`src/design/pms_pkg.sv`:
```
// Contract
// - power-up enters full-on, pll on unbypassed
// - active: pll enabled but bypassed (code: bypassed, pll enable follows the pll_en bit)
// - multiplier change pends until full-on entry
// - sleep stops core clock, system clock runs
// - sleep wake: bypass clear full-on, else active
// - sleep blocks system dma to l1
// - deep sleep stops clocks; reset/rtc exit
// - deep sleep rtc interrupt goes active
// - deep sleep reset goes full-on
// - deep sleep blocks async peripheral accesses
// - regulator frequency zero enters hibernate
// - hibernate tristates external pins
// - listed wake events restore core supply
// - hibernate exit runs full reset sequence
// - hibernate keeps only regulator/rtc registers
// - transceiver preamble/interrupt wakes from sleep
// - transceiver activity wakes sleep and hibernate
package pms_pkg;
  localparam logic [11:0] PMS_PLL_CONTROL_REG_ADDR = 12'h000;
  localparam logic [11:0] PMS_REG_CTL_ADDR = 12'h004;
  localparam logic [11:0] PMS_STATUS_ADDR = 12'h008;
  // pll control field positions
  localparam int PMS_PLL_EN_BIT = 0;
  localparam int PMS_BYPASS_BIT = 1;
  localparam int PMS_SLEEP_BIT = 2;
  localparam int PMS_DEEP_BIT = 3;
  localparam int PMS_MULT_LSB = 8;
  localparam int PMS_MULT_W = 6;
  localparam logic [5:0] PMS_MULT_RST = 6'h08;
  // regulator control: frequency field in bits 1:0
  localparam int PMS_REGULATOR_FREQUENCY_FIELD_W = 2;
  localparam logic [1:0] PMS_REGULATOR_FREQUENCY_FIELD_OFF = 2'h0;
  localparam logic [1:0] PMS_REGULATOR_FREQUENCY_FIELD_RST = 2'h3;
  localparam int PMS_WAKE_W = 8;
  localparam int PMS_WAKE_LSB = 8;
  localparam logic [7:0] PMS_WAKE_EN_RST = 8'hFF;
  // hibernate exit reset sequence length
  localparam logic [3:0] PMS_RST_SEQ_CYC = 4'hF;
  typedef enum logic [2:0] {
    PMS_FULL_ON,
    PMS_ACTIVE,
    PMS_SLEEP,
    PMS_DEEP_SLEEP,
    PMS_HIBERNATE,
    PMS_RESET_SEQ
  } pms_mode_e;
  typedef struct packed {
    logic core_clk_en;
    logic sys_clk_en;
    logic pll_en;
    logic pll_bypass;
    logic core_supply_on;
    logic dma_l1_block;
    logic async_block;
    logic pins_tristate;
  } pms_ctl_s;
endpackage

```
`src/design/pms_wake_merge.sv`:
```
`timescale 1ns/1ps
`default_nettype none
// combines wake sources into sleep and hibernate wake pulses
module pms_wake_merge (
  // clock and reset
  input wire logic i_clk,
  input wire logic i_rstn,
  // sources: can, xcvr, keypad, updown, usb, gpio, rtc, xcvr activity
  input wire logic [7:0] i_src,
  input wire logic [7:0] i_enable,
  // xcvr preamble and interrupt events
  input wire logic i_xcvr_preamble,
  input wire logic i_xcvr_irq,
  // wake outputs
  output logic o_sleep_wake,
  output logic o_hib_wake
);
  logic [7:0] gated;
  always_comb
  begin
    gated = i_src & i_enable;
  end
  always_ff @(posedge i_clk or negedge i_rstn)
  begin
    if (!i_rstn)
    begin
      o_sleep_wake <= 1'b0;
      o_hib_wake <= 1'b0;
    end
    else
    begin
      o_sleep_wake <= (|gated) | i_xcvr_preamble | i_xcvr_irq;
      o_hib_wake <= |gated;
    end
  end
endmodule
`default_nettype wire

```
`src/design/pms_apb_regs.sv`:
```
`timescale 1ns/1ps
`default_nettype none
// apb slave, zero wait states
module pms_apb_regs (
  // clock and reset
  input wire logic i_clk,
  input wire logic i_rstn,
  // apb
  input wire logic i_psel,
  input wire logic i_penable,
  input wire logic i_pwrite,
  input wire logic [11:0] i_paddr,
  input wire logic [31:0] i_pwdata,
  output logic [31:0] o_prdata,
  output logic o_pready,
  output logic o_pslverr,
  // decoded
  output logic o_wr_pll,
  output logic o_wr_reg,
  input wire logic [31:0] i_pll_rd,
  input wire logic [31:0] i_reg_rd,
  input wire logic [31:0] i_status_rd
);
  logic acc;
  logic setup;
  logic hit;
  logic [31:0] rd_mux;
  always_comb
  begin
    acc = i_psel & i_penable & o_pready;
    setup = i_psel & ~i_penable;
    hit = (i_paddr == pms_pkg::PMS_PLL_CONTROL_REG_ADDR) | (i_paddr == pms_pkg::PMS_REG_CTL_ADDR)
      | (i_paddr == pms_pkg::PMS_STATUS_ADDR);
    o_wr_pll = acc & i_pwrite & (i_paddr == pms_pkg::PMS_PLL_CONTROL_REG_ADDR);
    o_wr_reg = acc & i_pwrite & (i_paddr == pms_pkg::PMS_REG_CTL_ADDR);
    unique case (i_paddr)
      pms_pkg::PMS_PLL_CONTROL_REG_ADDR: rd_mux = i_pll_rd;
      pms_pkg::PMS_REG_CTL_ADDR: rd_mux = i_reg_rd;
      pms_pkg::PMS_STATUS_ADDR: rd_mux = i_status_rd;
      default: rd_mux = 32'h00000000;
    endcase
  end
  // answer registered in the setup cycle, so the access phase still has no wait
  always_ff @(posedge i_clk or negedge i_rstn)
  begin
    if (!i_rstn)
    begin
      o_prdata <= 32'h00000000;
      o_pready <= 1'b0;
      o_pslverr <= 1'b0;
    end
    else if (setup)
    begin
      o_prdata <= rd_mux;
      o_pready <= 1'b1;
      o_pslverr <= ~hit;
    end
    else
    begin
      o_pready <= 1'b0;
      o_pslverr <= 1'b0;
    end
  end
endmodule
`default_nettype wire

```
`src/design/pms_sequencer.sv`:
```
// The APB register port and the placing of the registers were decided locally.
`timescale 1ns/1ps
`default_nettype none
module pms_sequencer (
  // clock and reset
  input wire logic i_clk,
  input wire logic i_rstn,
  // apb
  input wire logic i_psel,
  input wire logic i_penable,
  input wire logic i_pwrite,
  input wire logic [11:0] i_paddr,
  input wire logic [31:0] i_pwdata,
  output logic [31:0] o_prdata,
  output logic o_pready,
  output logic o_pslverr,
  // core and wake inputs
  input wire logic i_core_idle,
  input wire logic i_reset_pin,
  input wire logic i_rtc_irq,
  input wire logic [7:0] i_wake_src,
  input wire logic i_xcvr_preamble,
  input wire logic i_xcvr_irq,
  // mode outputs
  output pms_pkg::pms_ctl_s o_ctl,
  output logic [5:0] o_mult,
  output logic o_sys_reset
);
  pms_pkg::pms_mode_e mode;
  logic pll_en, bypass, sleep_req, deep_req;
  logic [5:0] mult_pend;
  logic [1:0] regulator_frequency_field;
  logic [7:0] wake_en;
  logic [3:0] seq_cnt;
  logic wr_pll, wr_reg, sleep_wake, hib_wake;
  logic [31:0] pll_rd, reg_rd, st_rd;

  pms_apb_regs u_regs (
    .i_clk(i_clk),
    .i_rstn(i_rstn),
    .i_psel(i_psel),
    .i_penable(i_penable),
    .i_pwrite(i_pwrite),
    .i_paddr(i_paddr),
    .i_pwdata(i_pwdata),
    .o_prdata(o_prdata),
    .o_pready(o_pready),
    .o_pslverr(o_pslverr),
    .o_wr_pll(wr_pll),
    .o_wr_reg(wr_reg),
    .i_pll_rd(pll_rd),
    .i_reg_rd(reg_rd),
    .i_status_rd(st_rd)
  );

  pms_wake_merge u_wake (
    .i_clk(i_clk),
    .i_rstn(i_rstn),
    .i_src(i_wake_src),
    .i_enable(wake_en),
    .i_xcvr_preamble(i_xcvr_preamble),
    .i_xcvr_irq(i_xcvr_irq),
    .o_sleep_wake(sleep_wake),
    .o_hib_wake(hib_wake)
  );

  always_comb
  begin
    pll_rd = 32'h00000000;
    pll_rd[pms_pkg::PMS_PLL_EN_BIT] = pll_en;
    pll_rd[pms_pkg::PMS_BYPASS_BIT] = bypass;
    pll_rd[pms_pkg::PMS_SLEEP_BIT] = sleep_req;
    pll_rd[pms_pkg::PMS_DEEP_BIT] = deep_req;
    pll_rd[pms_pkg::PMS_MULT_LSB +: pms_pkg::PMS_MULT_W] = mult_pend;
    reg_rd = {16'h0000, wake_en, 6'h00, regulator_frequency_field};
    st_rd = {23'h000000, o_mult, mode};
  end

  // regulator control register; wake enables retained across hibernate, frequency field restored on exit
  always_ff @(posedge i_clk or negedge i_rstn)
  begin
    if (!i_rstn)
    begin
      regulator_frequency_field <= pms_pkg::PMS_REGULATOR_FREQUENCY_FIELD_RST;
      wake_en <= pms_pkg::PMS_WAKE_EN_RST;
    end
    else if (wr_reg)
    begin
      regulator_frequency_field <= i_pwdata[pms_pkg::PMS_REGULATOR_FREQUENCY_FIELD_W-1:0];
      wake_en <= i_pwdata[pms_pkg::PMS_WAKE_LSB +: pms_pkg::PMS_WAKE_W];
    end
    else if (mode == pms_pkg::PMS_HIBERNATE && (hib_wake || i_reset_pin))
      regulator_frequency_field <= pms_pkg::PMS_REGULATOR_FREQUENCY_FIELD_RST;
  end

  // pll control; reloaded with power-up values by hibernate exit sequence
  always_ff @(posedge i_clk or negedge i_rstn)
  begin
    if (!i_rstn)
    begin
      pll_en <= 1'b1;
      bypass <= 1'b0;
      sleep_req <= 1'b0;
      deep_req <= 1'b0;
      mult_pend <= pms_pkg::PMS_MULT_RST;
    end
    else if (mode == pms_pkg::PMS_RESET_SEQ)
    begin
      pll_en <= 1'b1;
      bypass <= 1'b0;
      sleep_req <= 1'b0;
      deep_req <= 1'b0;
      mult_pend <= pms_pkg::PMS_MULT_RST;
    end
    else if (wr_pll)
    begin
      pll_en <= i_pwdata[pms_pkg::PMS_PLL_EN_BIT];
      bypass <= i_pwdata[pms_pkg::PMS_BYPASS_BIT];
      sleep_req <= i_pwdata[pms_pkg::PMS_SLEEP_BIT];
      deep_req <= i_pwdata[pms_pkg::PMS_DEEP_BIT];
      mult_pend <= i_pwdata[pms_pkg::PMS_MULT_LSB +: pms_pkg::PMS_MULT_W];
    end
    else if (i_core_idle && mode inside {pms_pkg::PMS_FULL_ON, pms_pkg::PMS_ACTIVE})
    begin
      sleep_req <= 1'b0;
      deep_req <= 1'b0;
    end
  end

  // mode machine
  always_ff @(posedge i_clk or negedge i_rstn)
  begin
    if (!i_rstn)
    begin
      mode <= pms_pkg::PMS_FULL_ON;
      seq_cnt <= 4'h0;
    end
    else
    begin
      unique case (mode)
        pms_pkg::PMS_FULL_ON, pms_pkg::PMS_ACTIVE:
        begin
          if (regulator_frequency_field == pms_pkg::PMS_REGULATOR_FREQUENCY_FIELD_OFF)
            mode <= pms_pkg::PMS_HIBERNATE;
          else if (i_core_idle && deep_req)
            mode <= pms_pkg::PMS_DEEP_SLEEP;
          else if (i_core_idle && sleep_req)
            mode <= pms_pkg::PMS_SLEEP;
          else if (bypass)
            mode <= pms_pkg::PMS_ACTIVE;
          else if (pll_en)
            mode <= pms_pkg::PMS_FULL_ON;
        end
        pms_pkg::PMS_SLEEP:
          if (sleep_wake)
            mode <= bypass ? pms_pkg::PMS_ACTIVE : pms_pkg::PMS_FULL_ON;
        pms_pkg::PMS_DEEP_SLEEP:
          if (i_reset_pin)
            mode <= pms_pkg::PMS_FULL_ON;
          else if (i_rtc_irq)
            mode <= pms_pkg::PMS_ACTIVE;
        pms_pkg::PMS_HIBERNATE:
          if (hib_wake || i_reset_pin)
          begin
            mode <= pms_pkg::PMS_RESET_SEQ;
            seq_cnt <= 4'h0;
          end
        pms_pkg::PMS_RESET_SEQ:
          if (seq_cnt == pms_pkg::PMS_RST_SEQ_CYC)
            mode <= pms_pkg::PMS_FULL_ON;
          else
            seq_cnt <= seq_cnt + 4'h1;
        default:
          mode <= pms_pkg::PMS_FULL_ON;
      endcase
    end
  end

  // registered outputs
  always_ff @(posedge i_clk or negedge i_rstn)
  begin
    if (!i_rstn)
    begin
      o_ctl <= '{1'b1, 1'b1, 1'b1, 1'b0, 1'b1, 1'b0, 1'b0, 1'b0};
      o_mult <= pms_pkg::PMS_MULT_RST;
      o_sys_reset <= 1'b0;
    end
    else
    begin
      o_ctl.core_clk_en <= mode inside {pms_pkg::PMS_FULL_ON, pms_pkg::PMS_ACTIVE};
      o_ctl.sys_clk_en <= mode inside {pms_pkg::PMS_FULL_ON, pms_pkg::PMS_ACTIVE,
        pms_pkg::PMS_SLEEP};
      o_ctl.pll_en <= (mode == pms_pkg::PMS_ACTIVE) ? pll_en
        : mode inside {pms_pkg::PMS_FULL_ON, pms_pkg::PMS_SLEEP};
      o_ctl.pll_bypass <= (mode == pms_pkg::PMS_ACTIVE);
      o_ctl.core_supply_on <= !(mode inside {pms_pkg::PMS_HIBERNATE});
      o_ctl.dma_l1_block <= (mode == pms_pkg::PMS_SLEEP);
      o_ctl.async_block <= (mode == pms_pkg::PMS_DEEP_SLEEP);
      o_ctl.pins_tristate <= (mode == pms_pkg::PMS_HIBERNATE);
      o_sys_reset <= (mode == pms_pkg::PMS_RESET_SEQ);
      if (mode == pms_pkg::PMS_FULL_ON)
        o_mult <= mult_pend;
    end
  end

  property p_sleep_clocks;
    @(posedge i_clk) disable iff (!i_rstn)
    mode == pms_pkg::PMS_SLEEP |=> !o_ctl.core_clk_en && o_ctl.sys_clk_en;
  endproperty
  a_sleep_clocks: assert property (p_sleep_clocks) else $error("sleep clocks wrong");
  property p_sleep_wake;
    @(posedge i_clk) disable iff (!i_rstn)
    mode == pms_pkg::PMS_SLEEP && sleep_wake && !bypass |=> mode == pms_pkg::PMS_FULL_ON;
  endproperty
  a_sleep_wake: assert property (p_sleep_wake) else $error("sleep wake mode wrong");
  property p_deep_rtc;
    @(posedge i_clk) disable iff (!i_rstn)
    mode == pms_pkg::PMS_DEEP_SLEEP && i_rtc_irq && !i_reset_pin
      |=> mode == pms_pkg::PMS_ACTIVE;
  endproperty
  a_deep_rtc: assert property (p_deep_rtc) else $error("rtc wake failed");
  property p_deep_rst;
    @(posedge i_clk) disable iff (!i_rstn)
    mode == pms_pkg::PMS_DEEP_SLEEP && i_reset_pin |=> mode == pms_pkg::PMS_FULL_ON;
  endproperty
  a_deep_rst: assert property (p_deep_rst) else $error("reset wake failed");
  property p_hib_enter;
    @(posedge i_clk) disable iff (!i_rstn)
    mode == pms_pkg::PMS_HIBERNATE |=> !o_ctl.core_supply_on && o_ctl.pins_tristate;
  endproperty
  a_hib_enter: assert property (p_hib_enter) else $error("hibernate outputs wrong");
  property p_hib_exit;
    @(posedge i_clk) disable iff (!i_rstn)
    mode == pms_pkg::PMS_HIBERNATE && hib_wake |=> mode == pms_pkg::PMS_RESET_SEQ ##1 o_sys_reset;
  endproperty
  a_hib_exit: assert property (p_hib_exit) else $error("no reset sequence");
  property p_active_bypass;
    @(posedge i_clk) disable iff (!i_rstn)
    mode == pms_pkg::PMS_ACTIVE |=> o_ctl.pll_bypass && o_mult == $past(o_mult);
  endproperty
  a_active_bypass: assert property (p_active_bypass) else $error("active bypass wrong");
  property p_deep_block;
    @(posedge i_clk) disable iff (!i_rstn)
    mode == pms_pkg::PMS_DEEP_SLEEP |=> o_ctl.async_block && !o_ctl.sys_clk_en;
  endproperty
  a_deep_block: assert property (p_deep_block) else $error("deep sleep block wrong");
  property p_full_on;
    @(posedge i_clk) disable iff (!i_rstn)
    mode == pms_pkg::PMS_FULL_ON |=> o_ctl.pll_en && !o_ctl.pll_bypass && o_ctl.core_clk_en;
  endproperty
  a_full_on: assert property (p_full_on) else $error("full-on controls wrong");
  property p_mult_hold;
    @(posedge i_clk) disable iff (!i_rstn)
    mode != pms_pkg::PMS_FULL_ON |=> o_mult == $past(o_mult);
  endproperty
  a_mult_hold: assert property (p_mult_hold) else $error("multiplier changed early");
  property p_mult_load;
    @(posedge i_clk) disable iff (!i_rstn)
    mode == pms_pkg::PMS_FULL_ON |=> o_mult == $past(mult_pend);
  endproperty
  a_mult_load: assert property (p_mult_load) else $error("multiplier not loaded");
  property p_sleep_dma;
    @(posedge i_clk) disable iff (!i_rstn)
    mode == pms_pkg::PMS_SLEEP |=> o_ctl.dma_l1_block;
  endproperty
  a_sleep_dma: assert property (p_sleep_dma) else $error("sleep dma not blocked");
  property p_idle_wait;
    @(posedge i_clk) disable iff (!i_rstn)
    mode inside {pms_pkg::PMS_FULL_ON, pms_pkg::PMS_ACTIVE} && !i_core_idle
      |=> mode inside {pms_pkg::PMS_FULL_ON, pms_pkg::PMS_ACTIVE, pms_pkg::PMS_HIBERNATE};
  endproperty
  a_idle_wait: assert property (p_idle_wait) else $error("mode left before idle");
  property p_xcvr_wake;
    @(posedge i_clk) disable iff (!i_rstn)
    mode == pms_pkg::PMS_SLEEP && (i_xcvr_preamble || i_xcvr_irq)
      |=> sleep_wake ##1 mode != pms_pkg::PMS_SLEEP;
  endproperty
  a_xcvr_wake: assert property (p_xcvr_wake) else $error("transceiver wake lost");
  property p_hib_src;
    @(posedge i_clk) disable iff (!i_rstn)
    mode == pms_pkg::PMS_HIBERNATE && ((i_wake_src & wake_en) != 8'h00)
      |-> ##2 mode == pms_pkg::PMS_RESET_SEQ;
  endproperty
  a_hib_src: assert property (p_hib_src) else $error("hibernate wake lost");
  property p_hib_regulator_frequency_field;
    @(posedge i_clk) disable iff (!i_rstn)
    mode == pms_pkg::PMS_HIBERNATE && (hib_wake || i_reset_pin) && !wr_reg
      |=> regulator_frequency_field == pms_pkg::PMS_REGULATOR_FREQUENCY_FIELD_RST;
  endproperty
  a_hib_regulator_frequency_field: assert property (p_hib_regulator_frequency_field) else $error("regulator not restored");
  property p_seq_regs;
    @(posedge i_clk) disable iff (!i_rstn)
    mode == pms_pkg::PMS_RESET_SEQ
      |=> pll_en && !bypass && mult_pend == pms_pkg::PMS_MULT_RST;
  endproperty
  a_seq_regs: assert property (p_seq_regs) else $error("pll control not reset");
  property p_seq_done;
    @(posedge i_clk) disable iff (!i_rstn)
    mode == pms_pkg::PMS_RESET_SEQ && seq_cnt == pms_pkg::PMS_RST_SEQ_CYC
      |=> mode == pms_pkg::PMS_FULL_ON && o_sys_reset;
  endproperty
  a_seq_done: assert property (p_seq_done) else $error("reset sequence end wrong");
  c_sleep: cover property (@(posedge i_clk) mode == pms_pkg::PMS_SLEEP);
  c_active: cover property (@(posedge i_clk) mode == pms_pkg::PMS_ACTIVE);
  c_seq_end: cover property (@(posedge i_clk) o_sys_reset ##1 !o_sys_reset);
  c_deep: cover property (@(posedge i_clk) mode == pms_pkg::PMS_DEEP_SLEEP);
  c_hib: cover property (@(posedge i_clk) mode == pms_pkg::PMS_RESET_SEQ);
endmodule
`default_nettype wire

```
`config.mk`:
```
export PLATFORM = sky130hd
export DESIGN_NAME = pms_sequencer
export DESIGN_NICKNAME = d
export VERILOG_FILES = /design/src/design/pms_pkg.sv /design/src/design/pms_wake_merge.sv /design/src/design/pms_apb_regs.sv /design/src/design/pms_sequencer.sv
export SDC_FILE = /design/constraint.sdc
export NUM_CORES = 1
export LEC_CHECK = 0
export BUFFER_PORTS_ARGS = -buffer_cell sky130_fd_sc_hd__buf_2
export CAP_MARGIN = 20
export CORE_MARGIN = 3
export CORE_UTILIZATION = 49
export DETAILED_ROUTE_END_ITERATION = 10
export GPL_ROUTABILITY_DRIVEN = 0
export PLACE_DENSITY = 0.8
export SLEW_MARGIN = 10
export SYNTH_ARGS = -nofsm -noshare
export SYNTH_HDL_FRONTEND = slang
export SYNTH_SLANG_ARGS = --single-unit
```
`constraint.sdc`:
```
create_clock -name i_clk -period 1.98 [get_ports i_clk]
set_input_delay 0.297 -clock i_clk [delete_from_list [all_inputs] [get_ports i_clk]]
set_output_delay 0.297 -clock i_clk [all_outputs]
set_load 0.1 [all_outputs]
```
After elaboration in Yosys (flattened, before gate mapping)
Cells that the tools add are included.
{ "word_totals": {"reg_bits": 78, "in_bits": 62, "out_inout_bits": 49, "wordCells": 104} }
{ "classes": {"add_sub_neg": 1, "n_eq_ne": 14, "mux": 32, "bitwise": 13, "reduce_logical": 20} }
{ "ops": {"columns": ["op", "count"], "rows": [
  ["16-bit one-hot mux with 3 select lines", 1],
  ["3-bit two-way mux", 10],
  ["3-bit one-hot mux with 5 select lines", 1],
  ["1-bit two-way mux", 13],
  ["12-bit by 3-bit == test with 1-bit output (second input constant)", 1],
  ["12-bit by 4-bit == test with 1-bit output (second input constant)", 1],
  ["12-bit zero test", 1],
  ["6-bit two-way mux", 2],
  ["2-bit nonzero test", 5],
  ["8-bit bitwise AND", 1],
  ["4-bit two-way mux", 2],
  ["4-bit one-hot mux with 2 select lines", 1],
  ["8-bit OR reduction", 1],
  ["1-bit bitwise AND", 6],
  ["3-bit by 2-bit == test with 1-bit output (second input constant)", 2],
  ["3-bit == test (second input constant)", 2],
  ["2-bit by 1-bit != test with 1-bit output (second input constant)", 3],
  ["6-bit != test (second input constant)", 1],
  ["3-bit nonzero test", 2],
  ["5-bit AND reduction", 1],
  ["4-bit by 1-bit adder with 4-bit output (second input constant)", 1],
  ["4-bit == test (second input constant)", 1],
  ["1-bit logical AND", 4],
  ["2-bit two-way mux", 2],
  ["other kinds (11)", 15]
]} }

Longest topological paths before layout
{ "depth": {"ltp_word": 6, "ltp_mapped": 7, "mapped_depth_nobuf": 5} }

Cells and area by module
Synthesis repeated with hierarchy kept, for this count alone.
{ "unflattened": {"hier_cells": 351, "hier_area_um2": 4030.1} }
{ "modules_own_cells": {"columns": ["mod", "n_inst", "cells_each", "area_each_um2", "seq_area_each_um2"], "rows": [
  ["pms_apb_regs", 1, 199, 2128.3, 850.8],
  ["pms_sequencer", 1, 144, 1804.2, 1072.3],
  ["pms_wake_merge", 1, 8, 97.6, 50.0]
]} }

Least setup slack after synthesis
OpenSTA, ideal clock, no wires.
{ "synth_path": {"path_type": "register -> register", "from": "register u_regs.o_pready", "to": "register wake_en[0]", "setup_ns": 0.082, "arrival_time_ns": 2.155, "t_required_ns": 1.898, "path_slack_ns": -0.257, "stages_incl_launch_ff": 6, "path_buffers": 1, "path_cell_list": "dfrtp_1 -> nand4_1 -> or3_4 -> nor3b_2 -> buf_6 -> mux2_4"} }
{ "synth_between": {"elab_chain_cells": 3} }
{ "synth_rtl": {"columns": ["item", "line", "rtl"], "rows": [
  ["start, declared", "pms_apb_regs.sv:15", "output logic o_pready,"],
  ["start signal, assigned", "pms_apb_regs.sv:49", "o_pready <= 1'b0;"],
  ["start signal, assigned", "pms_apb_regs.sv:55", "o_pready <= 1'b1;"],
  ["start signal, assigned", "pms_apb_regs.sv:60", "o_pready <= 1'b0;"],
  ["1-bit bitwise AND", "pms_apb_regs.sv:30", "acc = i_psel & i_penable & o_pready;"],
  ["1-bit bitwise AND (2 in series)", "pms_apb_regs.sv:35", "o_wr_reg = acc & i_pwrite & (i_paddr == pms_pkg::PMS_REG_CTL_ADDR);"],
  ["end signal, assigned", "pms_sequencer.sv:85", "wake_en <= pms_pkg::PMS_WAKE_EN_RST;"],
  ["end signal, assigned", "pms_sequencer.sv:90", "wake_en <= i_pwdata[pms_pkg::PMS_WAKE_LSB +: pms_pkg::PMS_WAKE_W];"],
  ["end, declared", "pms_sequencer.sv:33", "logic [7:0] wake_en;"]
]} }
No other way between the ends.
A chain may end at the register's enable or synchronous reset.

Worst setup path in the final report
{ "layout_path": {"from": "register u_regs.o_pready", "to": "register wake_en[6]"} }
The elaborated chain is that of the path after synthesis.

==> results.rst <==
.. list-table::
   :header-rows: 1

   * - Metric
     - Value
   * - Run status
     - finished clean
   * - Clock Pin Slew Worst Setup and Hold Paths
     - 0.06 ns
   * - Worst setup path startpoint
     - u_regs.o_pready
   * - Grt total ovfl
     - 0
   * - Cell type contributing the most total cell area after synthesis
     - sky130_fd_sc_hd__dfrtp_1
   * - Main combinational cell family by area after synthesis
     - simple AND/OR/NAND/NOR gates
   * - Mean cell area of the mapped netlist
     - 10.9 um2
   * - Nature of the critical path endpoint
     - flip-flop
   * - Yosys top cell area share
     - 0.383
   * - Sequential share of power
     - 0.441
   * - Fraction of final layout cells sized beyond drive strength 1
     - 0.425
   * - Vertical extent of the die
     - between 80 and 90 um
   * - Kind of start point of the critical path
     - flip-flop
   * - Portion of the clock cycle consumed by the worst path in the final layout
     - 0.934
   * - CTS Buf Count
     - 9
   * - Area of the core
     - 5640 um2
   * - Critical R2R Launch
     - u_regs.o_pready
   * - Power per standard cell area
     - 896 nW/um2
   * - Maximum Capacitance Violations
     - 0
   * - Yosys warning count
     - 0
   * - Fraction of the mapped netlist area in compound gates
     - 0.131
   * - Area enclosed by the die boundary
     - a little under 7000 um2
   * - Number of core rows
     - 27
   * - Fin Clk Skew
     - 0.00500 ns
   * - GRT Total Usage
     - 0.207
   * - Clock tree from TritonCTS
     - built
   * - Postcts setup bufs
     - 0
   * - Multi-input gate area in the final layout
     - 1210 um2
   * - Leakage Power
     - 1.77 nW
   * - Hold path startpoint
     - i_xcvr_irq
   * - Critical path, cell by cell
     - nand4_1 > or3_4 > nor3b_2 > buf_4 > mux2_4
   * - Simple-gate share of the synthesized area
     - 0.157
   * - Adder and majority cell fraction of the synthesized area
     - 0.00426
   * - Maximum fanout along the worst path
     - 8
   * - FF+latch count, synth
     - 62
   * - DRC violation count after routing
     - 0
   * - Count of non-filler cells in the finished layout
     - 437
   * - Critical setup path kind
     - flip-flop to flip-flop
   * - Drt via density
     - around 5.4
   * - Number of H-tree branching levels
     - 3
   * - Clk network pwr share
     - 0.340
   * - Number of diodes added for antenna fixing
     - 0
   * - Sequential fraction of the synthesis area
     - 0.535
   * - Number of DRC violations after detailed-routing iteration 0
     - 253
   * - Clock latency on the worst-skew pair
     - between 0.3 and 0.4 ns
   * - Internal
     - 0.00219 W
   * - CTS-repair resized insts
     - 0
   * - Count of placed standard cells including taps
     - between 400 and 500
   * - Routed met1 length
     - 2860 um
   * - Final Hold Vio Count
     - 0
   * - Worst-path cell with the longest stage delay
     - sky130_fd_sc_hd__or3_4
   * - Final worst-path setup slack
     - 0.130 ns
   * - Number of instances in the synthesized netlist
     - 270
   * - Average wire per standard cell
     - between 15 and 20 um
   * - Peak clock frequency supported by timing
     - 541 MHz
   * - Detailed-placement wirelength estimate
     - 5220 um
   * - Maximum resistive drop on vdd
     - 0.000722 V
   * - Post-synthesis share of cell area spent on xor and xnor gates
     - 0.00596
   * - Number of setup violations in the final report
     - 0
   * - Required time of the critical path
     - ~2.2 ns
   * - RSZ-0062 raised after global routing
     - false
   * - CTS max path bufs
     - 2
   * - Via count of the first global-routing pass
     - 2383
   * - Register area
     - 1570 um2
   * - Delay contributed by the slowest stage of the critical path
     - about 0.44 ns
   * - DIE WIDTH
     - 83.4 um
   * - Number of buffers inserted by hold repair at cts
     - 1
   * - Sw Share
     - 0.328
   * - Total wirelength of the detailed-routed design
     - 6870 um
   * - Final period demand of the worst path
     - about 1.8 ns
   * - Worst hold path type
     - input port to flip-flop
   * - Nets
     - 423
   * - First-pass iteration count of the detailed router
     - 5
   * - Area added between synthesis and finish
     - 23.8%
   * - Top cells by area in the synthesized netlist
     - sky130_fd_sc_hd__dfrtp_1 38%, sky130_fd_sc_hd__dfstp_2 15%, sky130_fd_sc_hd__buf_4 4.1%
   * - Number of slew-limit violations in the final report
     - 0
   * - I/O Buffers
     - 74
   * - Initial standard-cell utilization of the core
     - 0.521
   * - Maximum number of pins on one net before global-route repair
     - 36
   * - Met2 wire length
     - 3410 um
   * - Antenna violations before repair
     - 0
   * - CP arrival
     - approximately 2.1 ns
   * - Via total after detailed routing
     - 2357
   * - Root buffer cell
     - sky130_fd_sc_hd__clkbuf_8
   * - Number of nets still failing antenna checks after routing
     - 0
   * - Amount of wire on met3 after detailed routing
     - 537 um
   * - Count of buffering cells on the critical path with inverters included
     - 1
   * - Count of unique library cells instantiated by Yosys
     - 44
   * - Highest layer used for signal routing
     - met4
   * - Number of I/O pins
     - 111
   * - Wire length of the first global-routing pass
     - 11500 um
   * - Fill cell instance count of the final layout
     - 452
   * - Count of clock tree sinks
     - 62
   * - Cell type group with the largest total delay on the critical path
     - simple AND/OR/NAND/NOR gates
   * - Switching power of the nets
     - 0.00107 W
   * - Fraction of synthesized area in multiplexers
     - 0.0924
   * - Placement Setup Slack
     - -0.148 ns
   * - Logic gate share of total power
     - 0.219
   * - Netlist Area Pre-Place
     - 2940 um2
   * - Fin util
     - 0.645
==> cell type report <==
| class | instances | share of cell area |
|---|---|---|
| Clock inverter | 4 | 0.0124 |
| Multi-Input combinational cell | 186 | 0.332 |
| Clock buffer | 12 | 0.0427 |
| Tap cell | 72 | 0.0248 |
| Inverter | 6 | 0.00619 |
| Sequential cell | 62 | 0.433 |
| Timing Repair Buffer | 95 | 0.149 |
==> worst reg2reg max path, delay by kind of cell, from the launching register on <==
family                 cells  cell delay (ns)
and+or+nand+nor            3             0.88
muxes                      1             0.32
DFF                        1             0.35
buffers and inverters      1             0.24
==> sequential cells by signal (all words and copies together) (netlist names) <==
name,count
deep_req,1
sleep_req,1
o_sys_reset,1
u_wake.o_hib_wake,1
o_ctl,8
mult_pend,6
o_mult,6
u_wake.o_sleep_wake,1
bypass,1
u_regs.o_pslverr,1
wake_en,8
regulator_frequency_field,2
u_regs.o_pready,1
u_regs.o_prdata,16
seq_cnt,4
mode,3
pll_en,1
==> stage by stage <==
stage | area [um2] | TNS [ns] | power, W | hold slack [ns]
final | 3640 | 0 | 0.00326 | 0.152
after global placement | 3430 | -0.851 | 0.00214 | 0.170
after CTS | 3640 | 0 | 0.00326 | 0.140
after floorplan | 3000 | -0.418 | 0.00200 | 0.00141
after global routing | 3640 | 0 | 0.00338 | 0.156
after detailed placement | 3430 | -1.14 | 0.00216 | 0.170
==> Yosys cell counts <==
cell type                   count
sky130_fd_sc_hd__a21oi_1       12
sky130_fd_sc_hd__a22o_1         6
sky130_fd_sc_hd__a22oi_1       12
sky130_fd_sc_hd__a2bb2oi_1      1
sky130_fd_sc_hd__a32oi_1        1
sky130_fd_sc_hd__and2_1         2
sky130_fd_sc_hd__and3_1         1
sky130_fd_sc_hd__buf_2          1
sky130_fd_sc_hd__buf_4         16
sky130_fd_sc_hd__buf_6          2
sky130_fd_sc_hd__clkbuf_1      12
sky130_fd_sc_hd__conb_1         1
sky130_fd_sc_hd__dfrtp_1       45
sky130_fd_sc_hd__dfstp_2       17
sky130_fd_sc_hd__ha_1           1
sky130_fd_sc_hd__inv_1          5
sky130_fd_sc_hd__inv_2          1
sky130_fd_sc_hd__mux2_2         9
sky130_fd_sc_hd__mux2_4         8
sky130_fd_sc_hd__mux2i_1        5
sky130_fd_sc_hd__nand2_1       25
sky130_fd_sc_hd__nand2b_1       4
sky130_fd_sc_hd__nand3_1       18
sky130_fd_sc_hd__nand3b_1       1
sky130_fd_sc_hd__nand4_1        2
sky130_fd_sc_hd__nor2_1        13
sky130_fd_sc_hd__nor2b_1        3
sky130_fd_sc_hd__nor3_1         3
sky130_fd_sc_hd__nor3_2         3
sky130_fd_sc_hd__nor3b_2        1
sky130_fd_sc_hd__nor4b_2        2
sky130_fd_sc_hd__o2111ai_1      2
sky130_fd_sc_hd__o211ai_1       2
sky130_fd_sc_hd__o21ai_0       21
sky130_fd_sc_hd__o221ai_1       1
sky130_fd_sc_hd__o2bb2ai_1      1
sky130_fd_sc_hd__o41ai_1        1
sky130_fd_sc_hd__or2_2          1
sky130_fd_sc_hd__or3_1          1
sky130_fd_sc_hd__or3_4          1
sky130_fd_sc_hd__or3b_2         1
sky130_fd_sc_hd__or4_1          2
sky130_fd_sc_hd__or4_4          1
sky130_fd_sc_hd__xor2_1         2
==> power by group through the flow <==
stage	logic, W	clock network [W]	registers [W]
after floorplan	0.000346	0	0.00165
after global placement	0.000692	0	0.00145
after detailed placement	0.000710	0	0.00145
after CTS	0.000714	0.00112	0.00143
after global routing	0.000754	0.00118	0.00144
final	0.000713	0.00111	0.00144
==> layout by cell type, fill, tap and decap left out, types with 6 or more instances in the layout <==
cell type / n
sky130_fd_sc_hd__dfstp_2: 17
sky130_fd_sc_hd__nor2_1: 13
sky130_fd_sc_hd__clkbuf_8: 11
sky130_fd_sc_hd__buf_4: 19
sky130_fd_sc_hd__nand2_1: 25
sky130_fd_sc_hd__conb_1: 16
sky130_fd_sc_hd__mux2_2: 9
sky130_fd_sc_hd__dfrtp_1: 44
sky130_fd_sc_hd__a21oi_1: 12
sky130_fd_sc_hd__a22oi_1: 12
sky130_fd_sc_hd__buf_2: 74
sky130_fd_sc_hd__o21ai_0: 21
sky130_fd_sc_hd__a22o_1: 6
sky130_fd_sc_hd__nand3_1: 18
sky130_fd_sc_hd__mux2_4: 8
==> cell families after synthesis <==
logic type / after synthesis
flip-flops: 62
buffers and inverters: 37
other: 1
XOR/XNOR: 2
adder cells (fa/ha/maj): 1
AO/OA/AOI/OAI: 60
AND/OR/NAND/NOR: 85
multiplexers: 22
==> worst paths after layout <==
kind	endpoint	slack (ns)	cells past startpoint
min in group asynchronous	mode[0]	0.35	2
max	wake_en[6]	0.13	5
max reg2reg	wake_en[6]	0.13	5
min reg2reg	u_regs.o_prdata[14]	0.46	2
min	u_wake.o_sleep_wake	0.15	2
max in group asynchronous	o_ctl[7]	1.05	3
==> metal layers <==
metal / global-route usage / vias to the layer above
met1: 0.262 / 1128
li1: - / 1114
met5: 0 / -
met2: 0.335 / 110
met4: 0.0746 / 0
met3: 0.0655 / 5
Power figures use the tool's default switching activity.
